**config.mk**
```make
export PLATFORM = sky130hd
export DESIGN_NAME = clk_ctl_top
export DESIGN_NICKNAME = d
export VERILOG_FILES = /design/src/hdl/clk_ctl_pkg.sv /design/src/hdl/clk_out_chan.sv /design/src/hdl/clk_ctl_top.sv
export SDC_FILE = /design/constraint.sdc
export NUM_CORES = 1
export LEC_CHECK = 0
export BUFFER_PORTS_ARGS = -buffer_cell sky130_fd_sc_hd__buf_4
export CAP_MARGIN = 10
export CORE_ASPECT_RATIO = 0.7
export CORE_UTILIZATION = 48
export DETAILED_ROUTE_END_ITERATION = 12
export PLACE_DENSITY = 0.68
export SLEW_MARGIN = 40
export SYNTH_ARGS = -nofsm -noshare
export SYNTH_HDL_FRONTEND = slang
export SYNTH_SLANG_ARGS = --single-unit
export TNS_END_PERCENT = 20
```
**constraint.sdc**
```tcl
create_clock -name clk -period 3.6 [get_ports clk]
set_input_delay 0.72 -clock clk [delete_from_list [all_inputs] [get_ports clk]]
set_output_delay 0.72 -clock clk [all_outputs]
set_load 0.1 [all_outputs]
```
**src/hdl/clk_ctl_pkg.sv**
```systemverilog
// package of constants and types for the pll/dll output clock controller
// assumes one 40 MHz system clock; all numbers below are shared by the top and channel files
`default_nettype none
package clk_ctl_pkg;

	// ****************************************************************
	// sizes
	// ****************************************************************
	localparam int NUM_OUT = 4; // pll outputs
	localparam int NUM_TAP = 8; // vco phase taps, 45 degrees apart
	localparam int NUM_LANE = 4; // memory lanes sharing one dll code
	localparam int ACC_W = 32; // vco phase accumulator
	localparam int FRAC_W = 24; // fractional feedback bits
	localparam int INT_W = 8; // integer feedback bits
	localparam int SEL_W = 3; // tap select
	localparam int RATIO_W = 7; // output divider, 1 to 127
	localparam int DLY_W = 3; // release delay, 0 to 7 quarter-rate cycles
	localparam int CODE_W = 8; // dll tap code
	localparam int PER_W = 10; // dll period counter
	localparam int QTR_W = 2; // vco cycles per quarter-rate tick, as a count width
	localparam int SHIFT_W = 3; // injection phase shift select
	localparam int SHIFT_LEN = 8; // injection phase shift stages
	localparam int ADDR_W = 8;
	localparam int DATA_W = 32;

	// ****************************************************************
	// register offsets (byte addresses)
	// ****************************************************************
	localparam logic [ADDR_W-1:0] ADDR_CTRL = 8'h00;
	localparam logic [ADDR_W-1:0] ADDR_FB_INT = 8'h04;
	localparam logic [ADDR_W-1:0] ADDR_FB_FRAC = 8'h08;
	localparam logic [ADDR_W-1:0] ADDR_STATUS = 8'h0C;
	localparam logic [ADDR_W-1:0] ADDR_OUT_BASE = 8'h10; // four words, 0x10..0x1C
	localparam logic [ADDR_W-1:0] ADDR_LANE = 8'h20;
	localparam logic [ADDR_W-1:0] ADDR_FIXED = 8'h24;

	// ****************************************************************
	// field positions
	// ****************************************************************
	localparam int CTRL_MODE = 0; // 0 time reference, 1 injection delay
	localparam int CTRL_PVT = 1; // 1 compensated fine delay
	localparam int CTRL_INJDIV_LSB = 4; // two bits
	localparam int CTRL_SHIFT_LSB = 8; // three bits
	localparam int CTRL_RUN_LSB = 16; // four bits, one per output
	localparam int OUT_SEL_LSB = 0;
	localparam int OUT_OFF = 3;
	localparam int OUT_RATIO_LSB = 4;
	localparam int OUT_DLY_LSB = 12;
	localparam int STAT_RUN_LSB = 0;
	localparam int STAT_CODE_LSB = 8;

	// ****************************************************************
	// reset values and encodings
	// ****************************************************************
	localparam logic [INT_W-1:0] RST_FB_INT = 8'h01;
	localparam logic [FRAC_W-1:0] RST_FB_FRAC = 24'h000000;
	localparam logic [RATIO_W-1:0] RST_RATIO = 7'h01;
	localparam logic [CODE_W-1:0] RST_FIXED = 8'h20;
	localparam logic [QTR_W-1:0] QTR_LAST = 2'h3;
	localparam logic [1:0] INJ_DIV1 = 2'h0;
	localparam logic [1:0] INJ_DIV2 = 2'h1;
	localparam logic [1:0] INJ_DIV4 = 2'h2;

	// ****************************************************************
	// types
	// ****************************************************************
	typedef struct packed {
		logic off;
		logic [SEL_W-1:0] sel;
		logic [RATIO_W-1:0] ratio;
		logic [DLY_W-1:0] dly;
	} out_cfg_t;

	typedef enum logic [1:0] {CH_STOP, CH_WAIT, CH_RUN} ch_state_t;

	typedef struct packed {
		ch_state_t st;
		out_cfg_t cfg; // copy taken while stopped
		logic [RATIO_W-1:0] cnt;
		logic [DLY_W-1:0] dcnt;
		logic tap_q;
		logic out_q;
		logic run_q;
	} ch_regs_t;

endpackage : clk_ctl_pkg
`default_nettype wire

```
**src/hdl/clk_out_chan.sv**
```systemverilog
// one pll output channel: tap select, zero force, divider, release delay, glitch-free gate
// assumes taps and quarter tick come from logic on the same clock
`timescale 1ns/1ps
`default_nettype none
module clk_out_chan (
	// clock and reset
	input wire logic clk,
	input wire logic rst_n,
	// from the vco model
	input wire logic [clk_ctl_pkg::NUM_TAP-1:0] taps,
	input wire logic qtick,
	// control
	input wire clk_ctl_pkg::out_cfg_t cfg_in,
	input wire logic run_req,
	// output
	output logic clk_out,
	output logic running
);

	// ****************************************************************
	// state
	// ****************************************************************
	clk_ctl_pkg::ch_regs_t s_q; // all channel state
	clk_ctl_pkg::ch_regs_t s_d; // its next value
	logic tap; // selected phase
	logic rise; // rising edge of selected phase
	logic nx; // next divided level
	logic [clk_ctl_pkg::RATIO_W-1:0] half; // high part of divided period
	logic [clk_ctl_pkg::RATIO_W-1:0] cnt_n; // next edge count
	logic [clk_ctl_pkg::RATIO_W-1:0] ratio_in; // ratio with zero taken as one

	// next state
	always_comb begin
		s_d = s_q;
		tap = taps[s_q.cfg.sel];
		rise = tap & ~s_q.tap_q;
		s_d.tap_q = tap;
		// widened first so a ratio of 127 does not wrap to a zero high time
		half = 7'((8'(s_q.cfg.ratio) + 8'h01) >> 1);
		cnt_n = s_q.cnt;
		nx = 1'b0;
		ratio_in = (cfg_in.ratio == 7'h00) ? 7'h01 : cfg_in.ratio;
		unique case (s_q.st)
			clk_ctl_pkg::CH_STOP: begin
				// settings are only taken here, so a change never cuts a running pulse
				s_d.cfg = cfg_in;
				s_d.cfg.ratio = ratio_in;
				s_d.out_q = 1'b0;
				s_d.dcnt = '0;
				if (run_req && !cfg_in.off) begin
					s_d.st = clk_ctl_pkg::CH_WAIT;
				end
			end
			clk_ctl_pkg::CH_WAIT: begin
				// hold the divider until the programmed quarter-rate count passes
				s_d.out_q = 1'b0;
				if (!run_req) begin
					s_d.st = clk_ctl_pkg::CH_STOP;
				end else if (s_q.dcnt == s_q.cfg.dly && !tap) begin
					s_d.st = clk_ctl_pkg::CH_RUN;
					s_d.cnt = s_q.cfg.ratio - 7'h01;
				end else if (qtick && s_q.dcnt != s_q.cfg.dly) begin
					s_d.dcnt = s_q.dcnt + 3'h1;
				end
			end
			clk_ctl_pkg::CH_RUN: begin
				if (s_q.cfg.ratio == 7'h01) begin
					nx = tap;
				end else begin
					if (rise) begin
						cnt_n = (s_q.cnt == s_q.cfg.ratio - 7'h01) ? 7'h00 : s_q.cnt + 7'h01;
					end
					nx = (cnt_n < half);
				end
				s_d.cnt = cnt_n;
				// stop only where the next level is low, so the last pulse is whole
				if (!run_req && !nx) begin
					s_d.st = clk_ctl_pkg::CH_STOP;
					s_d.out_q = 1'b0;
				end else begin
					s_d.out_q = nx & ~s_q.cfg.off;
				end
			end
			default: begin
				s_d.st = clk_ctl_pkg::CH_STOP;
			end
		endcase
		s_d.run_q = (s_d.st == clk_ctl_pkg::CH_RUN);
	end

	// state register
	always_ff @(posedge clk) begin
		if (!rst_n) begin
			s_q <= '{st: clk_ctl_pkg::CH_STOP, cfg: '0, cnt: '0, dcnt: '0,
				tap_q: 1'b0, out_q: 1'b0, run_q: 1'b0};
		end else begin
			s_q <= s_d;
		end
	end

	assign clk_out = s_q.out_q;
	assign running = s_q.run_q;
endmodule : clk_out_chan
`default_nettype wire

```
**src/hdl/clk_ctl_top.sv**
```systemverilog
// pll/dll output clock controller: vco tap model, four output channels, dll code and modes
// assumes a register master on clk; ref_in and run_pin arrive from outside the clock domain
//
// Operation
// - vco gives eight taps, each one-eighth later
// - each output picks any tap independently
// - an unused output is held at zero
// - each output divides by 1 to 127
// - divider release delayed 0 to 7 quarter-rate cycles
// - release delay is set per output
// - feedback accepts a 24-bit fractional part
// - one vco source feeds every output
// - glitch-free start/stop from register or fabric
// - dll measures taps in a quarter period
// - lanes share code, update under own control
// - injection mode gives fixed and divided shifted outputs
`timescale 1ns/1ps
`default_nettype none
module clk_ctl_top (
	// clock and reset
	input wire logic clk,
	input wire logic rst_n,
	// register port
	input wire logic [clk_ctl_pkg::ADDR_W-1:0] addr,
	input wire logic [clk_ctl_pkg::DATA_W-1:0] wdata,
	input wire logic wr,
	input wire logic rd,
	output logic [clk_ctl_pkg::DATA_W-1:0] rdata,
	// pins from fabric and reference
	input wire logic ref_in,
	input wire logic [clk_ctl_pkg::NUM_OUT-1:0] run_pin,
	// pll side
	output logic [clk_ctl_pkg::NUM_TAP-1:0] vco_taps,
	output logic [clk_ctl_pkg::NUM_OUT-1:0] pll_out,
	// dll side
	output logic [clk_ctl_pkg::CODE_W-1:0] dll_code,
	output logic [clk_ctl_pkg::NUM_LANE-1:0][clk_ctl_pkg::CODE_W-1:0] lane_code,
	output logic [clk_ctl_pkg::CODE_W-1:0] fine_code,
	output logic inj_fixed,
	output logic inj_shifted
);

	// ****************************************************************
	// state
	// ****************************************************************
	typedef struct packed {
		logic [clk_ctl_pkg::ACC_W-1:0] acc; // vco phase
		logic [clk_ctl_pkg::INT_W-1:0] fb_int; // feedback integer part
		logic [clk_ctl_pkg::FRAC_W-1:0] fb_frac; // feedback fraction
		logic [clk_ctl_pkg::NUM_TAP-1:0] taps;
		logic tap0_q; // edge memory for the quarter tick
		logic [clk_ctl_pkg::QTR_W-1:0] qcnt;
		logic qtick;
		logic mode; // dll mode
		logic pvt; // fine delay compensation
		logic [1:0] inj_div;
		logic [clk_ctl_pkg::SHIFT_W-1:0] shift;
		logic [clk_ctl_pkg::NUM_OUT-1:0] run_reg;
		clk_ctl_pkg::out_cfg_t [clk_ctl_pkg::NUM_OUT-1:0] cfg;
		logic [clk_ctl_pkg::NUM_LANE-1:0] lane_upd;
		logic [clk_ctl_pkg::CODE_W-1:0] fixed;
		logic [clk_ctl_pkg::NUM_OUT-1:0] run_s1; // first sync stage only
		logic [clk_ctl_pkg::NUM_OUT-1:0] run_s2;
		logic ref_s1; // first sync stage only
		logic ref_s2;
		logic ref_s3; // edge memory
		logic [clk_ctl_pkg::PER_W-1:0] per;
		logic [clk_ctl_pkg::CODE_W-1:0] code;
		logic [clk_ctl_pkg::NUM_LANE-1:0][clk_ctl_pkg::CODE_W-1:0] lane_code;
		logic [clk_ctl_pkg::CODE_W-1:0] fine;
		logic [1:0] rcnt; // reference edge count for divide by two and four
		logic [clk_ctl_pkg::SHIFT_LEN-1:0] shreg;
		logic inj_x1;
		logic inj_out;
		logic [clk_ctl_pkg::DATA_W-1:0] rdata;
	} top_regs_t;

	top_regs_t s_q; // all state
	top_regs_t s_d; // its next value
	logic [clk_ctl_pkg::NUM_OUT-1:0] chan_run; // running flags from channels
	logic [clk_ctl_pkg::SEL_W-1:0] ph; // scratch phase for tap decode
	logic ref_rise; // reference rising edge, synchronised
	logic inj_src; // divided reference before shift
	logic [2:0] hit; // output slot decode, valid and index

	// ****************************************************************
	// decoding
	// ****************************************************************
	// output word decode, used by both the write and the read path
	function automatic logic [2:0] out_slot(input logic [clk_ctl_pkg::ADDR_W-1:0] a);
		logic [clk_ctl_pkg::ADDR_W-1:0] off;
		off = a - clk_ctl_pkg::ADDR_OUT_BASE;
		out_slot = {(a >= clk_ctl_pkg::ADDR_OUT_BASE) && (off < 8'h10) && (off[1:0] == 2'h0),
			off[3:2]};
	endfunction : out_slot

	// ****************************************************************
	// next-state logic
	// ****************************************************************
	// one process for the vco model, syncs, dll and register port
	always_comb begin
		s_d = s_q;
		ph = '0;
		inj_src = 1'b0;
		// vco model: integer plus fraction is one step; the fraction makes the rate non-integer
		s_d.acc = s_q.acc + {s_q.fb_int, s_q.fb_frac};
		// eight half-duty taps, each lagging the last by one eighth of the vco period
		for (int k = 0; k < clk_ctl_pkg::NUM_TAP; k++) begin
			ph = s_q.acc[clk_ctl_pkg::ACC_W-1 -: clk_ctl_pkg::SEL_W] - 3'(k);
			s_d.taps[k] = ~ph[clk_ctl_pkg::SEL_W-1];
		end
		// quarter-rate tick: one pulse every four vco cycles
		s_d.tap0_q = s_q.taps[0];
		s_d.qtick = 1'b0;
		if (s_q.taps[0] && !s_q.tap0_q) begin
			s_d.qcnt = s_q.qcnt + 2'h1;
			s_d.qtick = (s_q.qcnt == clk_ctl_pkg::QTR_LAST);
		end
		// pin synchronisers
		s_d.run_s1 = run_pin;
		s_d.run_s2 = s_q.run_s1;
		s_d.ref_s1 = ref_in;
		s_d.ref_s2 = s_q.ref_s1;
		s_d.ref_s3 = s_q.ref_s2;
		// dll period count, saturating so a missing reference cannot wrap the code
		if (ref_rise) begin
			s_d.per = 10'h001;
		end else if (s_q.per != '1) begin
			s_d.per = s_q.per + 10'h001;
		end
		if (!s_q.mode) begin
			// time reference: a quarter of the measured period is the 90 degree code
			if (ref_rise) begin
				s_d.code = s_q.per[clk_ctl_pkg::PER_W-1:2];
			end
			for (int i = 0; i < clk_ctl_pkg::NUM_LANE; i++) begin
				if (s_q.lane_upd[i]) begin
					s_d.lane_code[i] = s_q.code;
				end
			end
			s_d.inj_x1 = 1'b0;
			s_d.inj_out = 1'b0;
		end else begin
			// injection delay: fixed copy plus a divided, shifted copy
			if (ref_rise) begin
				s_d.rcnt = s_q.rcnt + 2'h1;
			end
			unique case (s_q.inj_div)
				clk_ctl_pkg::INJ_DIV1: inj_src = s_q.ref_s2;
				clk_ctl_pkg::INJ_DIV2: inj_src = s_q.rcnt[0];
				clk_ctl_pkg::INJ_DIV4: inj_src = s_q.rcnt[1];
				default: inj_src = s_q.ref_s2; // unused code falls back to divide by one
			endcase
			s_d.shreg = {s_q.shreg[clk_ctl_pkg::SHIFT_LEN-2:0], inj_src};
			s_d.inj_x1 = s_q.ref_s2;
			s_d.inj_out = s_q.shreg[s_q.shift];
		end
		// fine delay for a cascaded pll: measured code tracks pvt, fixed code does not
		s_d.fine = s_q.pvt ? s_q.code : s_q.fixed;
		// register writes
		if (wr) begin
			if (addr == clk_ctl_pkg::ADDR_CTRL) begin
				s_d.mode = wdata[clk_ctl_pkg::CTRL_MODE];
				s_d.pvt = wdata[clk_ctl_pkg::CTRL_PVT];
				s_d.inj_div = wdata[clk_ctl_pkg::CTRL_INJDIV_LSB +: 2];
				s_d.shift = wdata[clk_ctl_pkg::CTRL_SHIFT_LSB +: clk_ctl_pkg::SHIFT_W];
				s_d.run_reg = wdata[clk_ctl_pkg::CTRL_RUN_LSB +: clk_ctl_pkg::NUM_OUT];
			end else if (addr == clk_ctl_pkg::ADDR_FB_INT) begin
				s_d.fb_int = wdata[clk_ctl_pkg::INT_W-1:0];
			end else if (addr == clk_ctl_pkg::ADDR_FB_FRAC) begin
				s_d.fb_frac = wdata[clk_ctl_pkg::FRAC_W-1:0];
			end else if (addr == clk_ctl_pkg::ADDR_LANE) begin
				s_d.lane_upd = wdata[clk_ctl_pkg::NUM_LANE-1:0];
			end else if (addr == clk_ctl_pkg::ADDR_FIXED) begin
				s_d.fixed = wdata[clk_ctl_pkg::CODE_W-1:0];
			end else if (hit[2]) begin
				// each output keeps its own word; the channel takes it only while stopped
				s_d.cfg[hit[1:0]].sel = wdata[clk_ctl_pkg::OUT_SEL_LSB +: clk_ctl_pkg::SEL_W];
				s_d.cfg[hit[1:0]].off = wdata[clk_ctl_pkg::OUT_OFF];
				s_d.cfg[hit[1:0]].ratio = wdata[clk_ctl_pkg::OUT_RATIO_LSB +: clk_ctl_pkg::RATIO_W];
				s_d.cfg[hit[1:0]].dly = wdata[clk_ctl_pkg::OUT_DLY_LSB +: clk_ctl_pkg::DLY_W];
			end
		end
		// register reads: data in the next cycle only, unmapped reads as zero
		s_d.rdata = '0;
		if (rd) begin
			if (addr == clk_ctl_pkg::ADDR_CTRL) begin
				s_d.rdata[clk_ctl_pkg::CTRL_MODE] = s_q.mode;
				s_d.rdata[clk_ctl_pkg::CTRL_PVT] = s_q.pvt;
				s_d.rdata[clk_ctl_pkg::CTRL_INJDIV_LSB +: 2] = s_q.inj_div;
				s_d.rdata[clk_ctl_pkg::CTRL_SHIFT_LSB +: clk_ctl_pkg::SHIFT_W] = s_q.shift;
				s_d.rdata[clk_ctl_pkg::CTRL_RUN_LSB +: clk_ctl_pkg::NUM_OUT] = s_q.run_reg;
			end else if (addr == clk_ctl_pkg::ADDR_FB_INT) begin
				s_d.rdata[clk_ctl_pkg::INT_W-1:0] = s_q.fb_int;
			end else if (addr == clk_ctl_pkg::ADDR_FB_FRAC) begin
				s_d.rdata[clk_ctl_pkg::FRAC_W-1:0] = s_q.fb_frac;
			end else if (addr == clk_ctl_pkg::ADDR_STATUS) begin
				s_d.rdata[clk_ctl_pkg::STAT_RUN_LSB +: clk_ctl_pkg::NUM_OUT] = chan_run;
				s_d.rdata[clk_ctl_pkg::STAT_CODE_LSB +: clk_ctl_pkg::CODE_W] = s_q.code;
			end else if (addr == clk_ctl_pkg::ADDR_LANE) begin
				s_d.rdata[clk_ctl_pkg::NUM_LANE-1:0] = s_q.lane_upd;
			end else if (addr == clk_ctl_pkg::ADDR_FIXED) begin
				s_d.rdata[clk_ctl_pkg::CODE_W-1:0] = s_q.fixed;
			end else if (hit[2]) begin
				s_d.rdata[clk_ctl_pkg::OUT_SEL_LSB +: clk_ctl_pkg::SEL_W] = s_q.cfg[hit[1:0]].sel;
				s_d.rdata[clk_ctl_pkg::OUT_OFF] = s_q.cfg[hit[1:0]].off;
				s_d.rdata[clk_ctl_pkg::OUT_RATIO_LSB +: clk_ctl_pkg::RATIO_W] = s_q.cfg[hit[1:0]].ratio;
				s_d.rdata[clk_ctl_pkg::OUT_DLY_LSB +: clk_ctl_pkg::DLY_W] = s_q.cfg[hit[1:0]].dly;
			end
		end
	end

	// decode helpers
	assign ref_rise = s_q.ref_s2 & ~s_q.ref_s3;
	assign hit = out_slot(addr);

	// ****************************************************************
	// state register
	// ****************************************************************
	// every output word resets to ratio one, tap zero, no delay, enabled
	always_ff @(posedge clk) begin
		if (!rst_n) begin
			s_q <= '0;
			s_q.fb_int <= clk_ctl_pkg::RST_FB_INT;
			s_q.fb_frac <= clk_ctl_pkg::RST_FB_FRAC;
			s_q.fixed <= clk_ctl_pkg::RST_FIXED;
			for (int i = 0; i < clk_ctl_pkg::NUM_OUT; i++) begin
				s_q.cfg[i].ratio <= clk_ctl_pkg::RST_RATIO;
			end
		end else begin
			s_q <= s_d;
		end
	end

	// ****************************************************************
	// output channels
	// ****************************************************************
	// the register bit and the fabric pin each request a start
	for (genvar g = 0; g < clk_ctl_pkg::NUM_OUT; g++) begin : g_chan
		clk_out_chan u_chan (
			.clk(clk),
			.rst_n(rst_n),
			.taps(s_q.taps),
			.qtick(s_q.qtick),
			.cfg_in(s_q.cfg[g]),
			.run_req(s_q.run_reg[g] | s_q.run_s2[g]),
			.clk_out(pll_out[g]),
			.running(chan_run[g])
		);
	end

	// outputs straight from state
	assign rdata = s_q.rdata;
	assign vco_taps = s_q.taps;
	assign dll_code = s_q.code;
	assign lane_code = s_q.lane_code;
	assign fine_code = s_q.fine;
	assign inj_fixed = s_q.inj_x1;
	assign inj_shifted = s_q.inj_out;
endmodule : clk_ctl_top
`default_nettype wire

```
# Word-level counts from Yosys, hierarchy flattened
# Cells that the tools add are included.
[totals]
ff_bits = 384
input_bits = 49
out_inout_bits = 94
word_cells = 459
[classes]
addsub = 28
order_cmp = 13
n_eq_ne = 57
mux = 140
n_bitwise = 38
reduce_logical = 91
[op_table]
columns = ["op", "count"]
rows = [
  ["$bwmux 56", 4],
  ["$mux 7", 29],
  ["$demux 14 s2", 4],
  ["$mux 8", 7],
  ["$pmux 7 s2", 4],
  ["$mux 10", 5],
  ["$mux 3", 16],
  ["$mux 11", 4],
  ["$mux 2", 18],
  ["$reduce_and 4->1", 9],
  ["$add 32x32->32", 1],
  ["$add 7x1->8 const B", 4],
  ["$mux 16", 2],
  ["$add 7x1->7 const B", 4],
  ["$bmux 14 s2", 1],
  ["$eq 7x1->1 const B", 4],
  ["$eq 7x7->1", 4],
  ["$logic_not 7->1", 4],
  ["$lt 7x7->1", 4],
  ["$mux 14", 2],
  ["$sub 7x1->7 const B", 4],
  ["$reduce_bool 2->1", 13],
  ["$not 1->1", 25],
  ["$ne 2x1->1 const B", 12],
  ["other kinds (43)", 183],
]

# Depth between registers and ports, before layout
[depth]
ltp_word = 17
depth_mapped = 18
depth_no_buf = 17

# Hierarchy
# From an unflattened synthesis, not the netlist that was laid out.
[unflattened]
hier_cells = 2540
area_unflattened_um2 = 21550.7
[by_module_without_submodules]
columns = ["mod", "instances", "cells_each", "area_per_inst_um2", "seq_area_each_um2"]
rows = [
  ["clk_ctl_top", 1, 1396, 12542.0, 5205.0],
  ["clk_out_chan", 4, 286, 2252.2, 580.6],
]

# Least setup slack after synthesis
# OpenSTA, ideal clock, no wires.
[synth_path]
path_type = "register to register"
start = "register g_chan[1].u_chan.s_q[17] (netlist bit)"
end = "register g_chan[1].u_chan.s_q, in the netlist g_chan[1].u_chan.clk_out"
setup_time_ps = 70
arrival_time_ps = 3585
t_required_ps = 3530
path_slack_ps = -56
stages_incl_launch_ff = 17
n_path_buf = 1
synth_period_minus_slack_ps = 3656
cell_sequence = "dfxtp_1 clkbuf_1 inv_1 ha_1 xnor3_1 o41a_1 nand4_1 nor4b_4 nor2_2 a22o_1 ha_1 a21o_1 a21o_1 a221oi_1 o311ai_1 or3_1 a21oi_1"
[synth_between]
elab_chain_cells = 13
elab_cells_between_ends = 16
classes_between = "2 x add/sub; 1 x order compare; 2 x eq/ne; 8 x mux; 1 x bitwise; 2 x reduce/logical"
[synth_lines]
columns = ["item", "line", "text"]
rows = [
  ["start: declaration", "clk_out_chan.sv:23", "clk_ctl_pkg::ch_regs_t s_q;"],
  ["start signal: assignment", "clk_out_chan.sv:94", "s_q <= '{st: clk_ctl_pkg::CH_STOP, cfg: '0, cnt: '0, dcnt: '0,"],
  ["$sub 7x1->7", "clk_out_chan.sv:71", "cnt_n = (s_q.cnt == s_q.cfg.ratio - 7'h01) ? 7'h00 : s_q.cnt + 7'h01;"],
  ["$eq 7x7->1", "clk_out_chan.sv:71", ""],
  ["$mux 7", "clk_out_chan.sv:71", ""],
  ["$mux 7", "clk_out_chan.sv:70", "if (rise) begin"],
  ["$mux 7", "clk_out_chan.sv:67", "if (s_q.cfg.ratio == 7'h01) begin"],
  ["$mux 7", "clk_out_chan.sv:43", "unique case (s_q.st)"],
  ["$lt 7x7->1", "clk_out_chan.sv:73", "nx = (cnt_n < half);"],
  ["$mux 1 (*)", "clk_out_chan.sv:67", ""],
  ["$mux 1 (*)", "clk_out_chan.sv:43", ""],
  ["$logic_not 1->1", "clk_out_chan.sv:77", "if (!run_req && !nx) begin"],
  ["$logic_and 1x1->1", "clk_out_chan.sv:77", ""],
  ["$mux 1 (*)", "clk_out_chan.sv:77", ""],
  ["$pmux 1 s2 (*)", "clk_out_chan.sv:43", ""],
]
# Every way passes the cells marked *; elsewhere a longest branch is shown, timed or not. The select of a mux whose other input is x is not followed.
# A chain may end at the register's enable or synchronous reset.

# Worst setup path in the final report
[layout_path]
start = "register g_chan[1].u_chan.s_q[18] (netlist bit)"
end = "register g_chan[1].u_chan.s_q, in the netlist g_chan[1].u_chan.clk_out"
# Same word-level chain as after synthesis.

==> implementation parameters <==
Parameter                              Value

Power
  Total power after layout    9.08 mW
  Largest voltage drop on the vdd net    0.000304 V
  Leakage component of the power    9.30 nW
  Power density over the cells    397 nW/um^2

Clocking
  Clock tree root driver cell    sky130_fd_sc_hd__clkbuf_16
  Clock input transition at the sequential cells of the worst setup and hold paths    60 ps
  CTS Buf Count    40
  # hold bufs at CTS    0
  Bufs on Longest Clock Path    3
  # clock sinks    376
  CTS tree    done
  Source-to-sink clock delay at the later pin of the worst-skew pair    550 ps
  H-Tree Depth    2

Logic synthesis
  Fraction of the yosys area taken by sequential cells    37.7%
  Syn. warnings    0
  Main area contributors after synthesis    sky130_fd_sc_hd__dfxtp_1 38%, sky130_fd_sc_hd__nand2_1 7.7%, sky130_fd_sc_hd__a21oi_1 5.9%, sky130_fd_sc_hd__ha_1 4.9%, sky130_fd_sc_hd__mux2i_1 4.6%
  Fraction of post-synthesis cell area in the top cell type by area    37.7%
  EDFF count, synth    0
  Dominant synthesized flop cell    sky130_fd_sc_hd__dfxtp_1
  Gate Count Post-Synth    2403
  Share of synthesized registers carrying an async set or reset    0%
  Cell taking the most area after synthesis    sky130_fd_sc_hd__dfxtp_1
  Syn_area_per_cell    8.32 um^2
  Unique masters post-synth    92
  Combined area of all synthesized cells    20000 um^2
  Seq cells post-synth    376

GRT
  Vias in the first global route    16124
  Number of antenna violations at the first check in global routing    0
  First-pass GRT wire length    90300 um
  Largest net degree at the start of global routing    115
  Global route total overflow    0
  Overall global routing resource usage    26.6%

Worst setup path
  Sort of element at the start of the critical path    register
  End of the worst register-to-register path    g_chan[1].u_chan.clk_out
  Maximum fanout count along the critical path    7
  R2r worst-path depth    15
  Crit end category    register
  Data arrival time of the worst path    4040 ps
  Reg2Reg Setup Slack    20 ps
  Required time at the endpoint of the critical path    4060 ps
  Critical path class    register to register
  Worst flop-to-flop path startpoint    g_chan[1].u_chan.s_q[18]

Placed design
  Post-detailed-placement half-perimeter wirelength    41600 um
  Worst setup timing slack at the placement stage    -248 ps
  Routability Congestion    0.887
  I/O Buffers    126

Run
  Max-capacitance violation count    0

STA
  Slew at the pin closest to its max-slew limit    794 ps
  Final critical-path share of the clock period    99.3%
  Tmin final    3580 ps
  Final-layout worst hold slack    383 ps
  Hold Fails Final Rpt    0
  Final max-slew violation count    0
  Slew margin rel.    46.3%
  Maximum achievable frequency    280 MHz
  Setup Skew    16.6 ps
  Setup slack of the critical path after layout    24.3 ps
  Unrepaired setup endpoints after global routing    yes
  Final setup violation count    0

Floorplan
  Site row count    62
  Total I/O pin count    143
  Die height    173 um
  Initial Util    48.7%
  Area of the core region    41000 um^2
  Area enclosed by the die boundary    42500 um^2
  Die outline width    246 um

Detailed routing
  DRT iter0 DRCs    1714
  Number of remaining DRC errors    0
  Vias post-DR    17477
  Number of antenna-violating nets in the routed design    0
  Via density per instance    5.77
  Wirelength, routed    57800 um
  Detailed-router iteration count before antenna repair    6
  Detailed-route wire length per cell    19.1 um

Cells and area
  P&R area growth vs syn    14.6%
  Diodes inserted    0
  Most common cell after layout, fill and taps aside    sky130_fd_sc_hd__nand2_1
  Utilization of the core after routing    55.8%
  Share of cells above drive strength 1    16.3%
  Commonest non-fill, non-tap cells in the layout    411 x sky130_fd_sc_hd__nand2_1, 372 x sky130_fd_sc_hd__dfxtp_1, 234 x sky130_fd_sc_hd__a21oi_1
  # nets final    2581

Status
  Result of the run    completed

Worst hold path
  Hold path depth    2
  Hold_sp    run_pin[3]
  Destination of the worst hold path    s_d[108]
  Path category of the worst min-delay check    primary input to register
## critical path: stages (launching register included)
cell,delay (ps)
sky130_fd_sc_hd__dfxtp_1,320
sky130_fd_sc_hd__or3_4,400
sky130_fd_sc_hd__buf_4,160
sky130_fd_sc_hd__o41a_1,370
sky130_fd_sc_hd__nand4_1,160
sky130_fd_sc_hd__nor4b_4,70
sky130_fd_sc_hd__buf_6,140
sky130_fd_sc_hd__nor2_4,110
sky130_fd_sc_hd__a22o_1,200
sky130_fd_sc_hd__ha_1,250
sky130_fd_sc_hd__a21o_1,180
sky130_fd_sc_hd__a21o_1,180
sky130_fd_sc_hd__a221oi_2,250
sky130_fd_sc_hd__o311ai_2,180
sky130_fd_sc_hd__or3_1,390
sky130_fd_sc_hd__a21oi_2,140
## cells in the mapped netlist (all sizes together) (7+ instances only)
cell type	number
nand2	411
dfxtp	376
a21oi	238
nor2	190
clkbuf	125
buf	112
mux2i	91
nand3	85
ha	79
o21ai	75
xor2	54
nor3	46
xnor2	43
and2	39
inv	36
and3	33
nor2b	31
nand2b	28
mux4	24
a22o	22
a31oi	22
a21o	19
a211oi	15
or3	14
o21a	11
o31ai	11
nand4	10
nor3b	10
or2	10
xnor3	10
a211o	9
nor4	9
o211ai	9
o22ai	7
## report_power, final
group | switching (mW) | total (mW) | internal (mW)
logic | 0.362 | 0.549 | 0.187
registers | 0.0258 | 4.21 | 4.19
clock network | 1.77 | 4.32 | 2.55
total | 2.16 | 9.08 | 6.92
## cell families after synthesis
family,after synthesis,share of synthesized area [%]
multiplexers,121,7.60
other,1,0.0188
adder cells (fa/ha/maj),80,5.05
AND/OR/NAND/NOR,942,21.7
XOR/XNOR,108,5.50
AO/OA/AOI/OAI,502,15.5
flip-flops,376,37.7
buffers and inverters,273,6.97
## per-stage QoR
step	instance area (um^2)	cells	setup TNS (ps)
after floorplan	20000	2410	0
after global placement	21200	2948	-335
after detailed placement	21300	2948	-841
after CTS	22700	3022	-24.7
after global routing	22900	3027	-866
final	22900	3027	0
## flip-flops by register name, indices dropped and copies added, names as in the netlist
register	flops
dll_code	8
fine_code	8
g_chan.u_chan.clk_out	4
g_chan.u_chan.running	4
g_chan.u_chan.s_q	108
inj_fixed	1
inj_shifted	1
lane_code	32
rdata	24
s_d	6
s_q	172
vco_taps	8
## metal layers
layer | track usage [%] | part of all wire (%) | wire (um) | vias to the layer above
met1 | 40.1 | 47 | 27100 | 8394
met3 | 4.16 | 7.9 | 4570 | 79
li1 | - | - | - | 8375
met4 | 6.81 | 2.2 | 1260 | 0
met5 | 0 | 0 | 0 | -
met2 | 39.0 | 43 | 24900 | 629
## what timing repair did
| item | 4_1_cts | 5_1_grt |
|---|---|---|
| pin swaps | 7 | 30 |
| resized for setup | 15 | 35 |
| setup buffers | 1 | 6 |
| endpoints found under the setup margin | 12 | 12 |
## area by class of cell
class	instances	area, um^2
Clock buffer	56	1190
Tap cell	544	681
Fill cell	3641	18100
Timing Repair Buffer	237	1840
Sequential cell	376	7530
Clock inverter	17	189
Inverter	36	143
Multi-Input combinational cell	1761	11300
## worst max-delay path by stage
| stage | from | to | slack (ps) | cells past startpoint |
|---|---|---|---|---|
| floorplan | g_chan[1].u_chan.s_q[19] | g_chan[1].u_chan.clk_out | 9 | 15 |
| global placement | g_chan[0].u_chan.s_q[16] | g_chan[0].u_chan.clk_out | -200 | 16 |
| detailed placement | g_chan[0].u_chan.s_q[17] | g_chan[0].u_chan.clk_out | -250 | 16 |
| CTS | g_chan[0].u_chan.s_q[16] | g_chan[0].u_chan.clk_out | -20 | 19 |
| global route | g_chan[1].u_chan.s_q[19] | g_chan[1].u_chan.clk_out | -190 | 14 |
| finish | g_chan[1].u_chan.s_q[18] | g_chan[1].u_chan.clk_out | 20 | 15 |
Note: power is estimated with default switching activity, not from simulation.
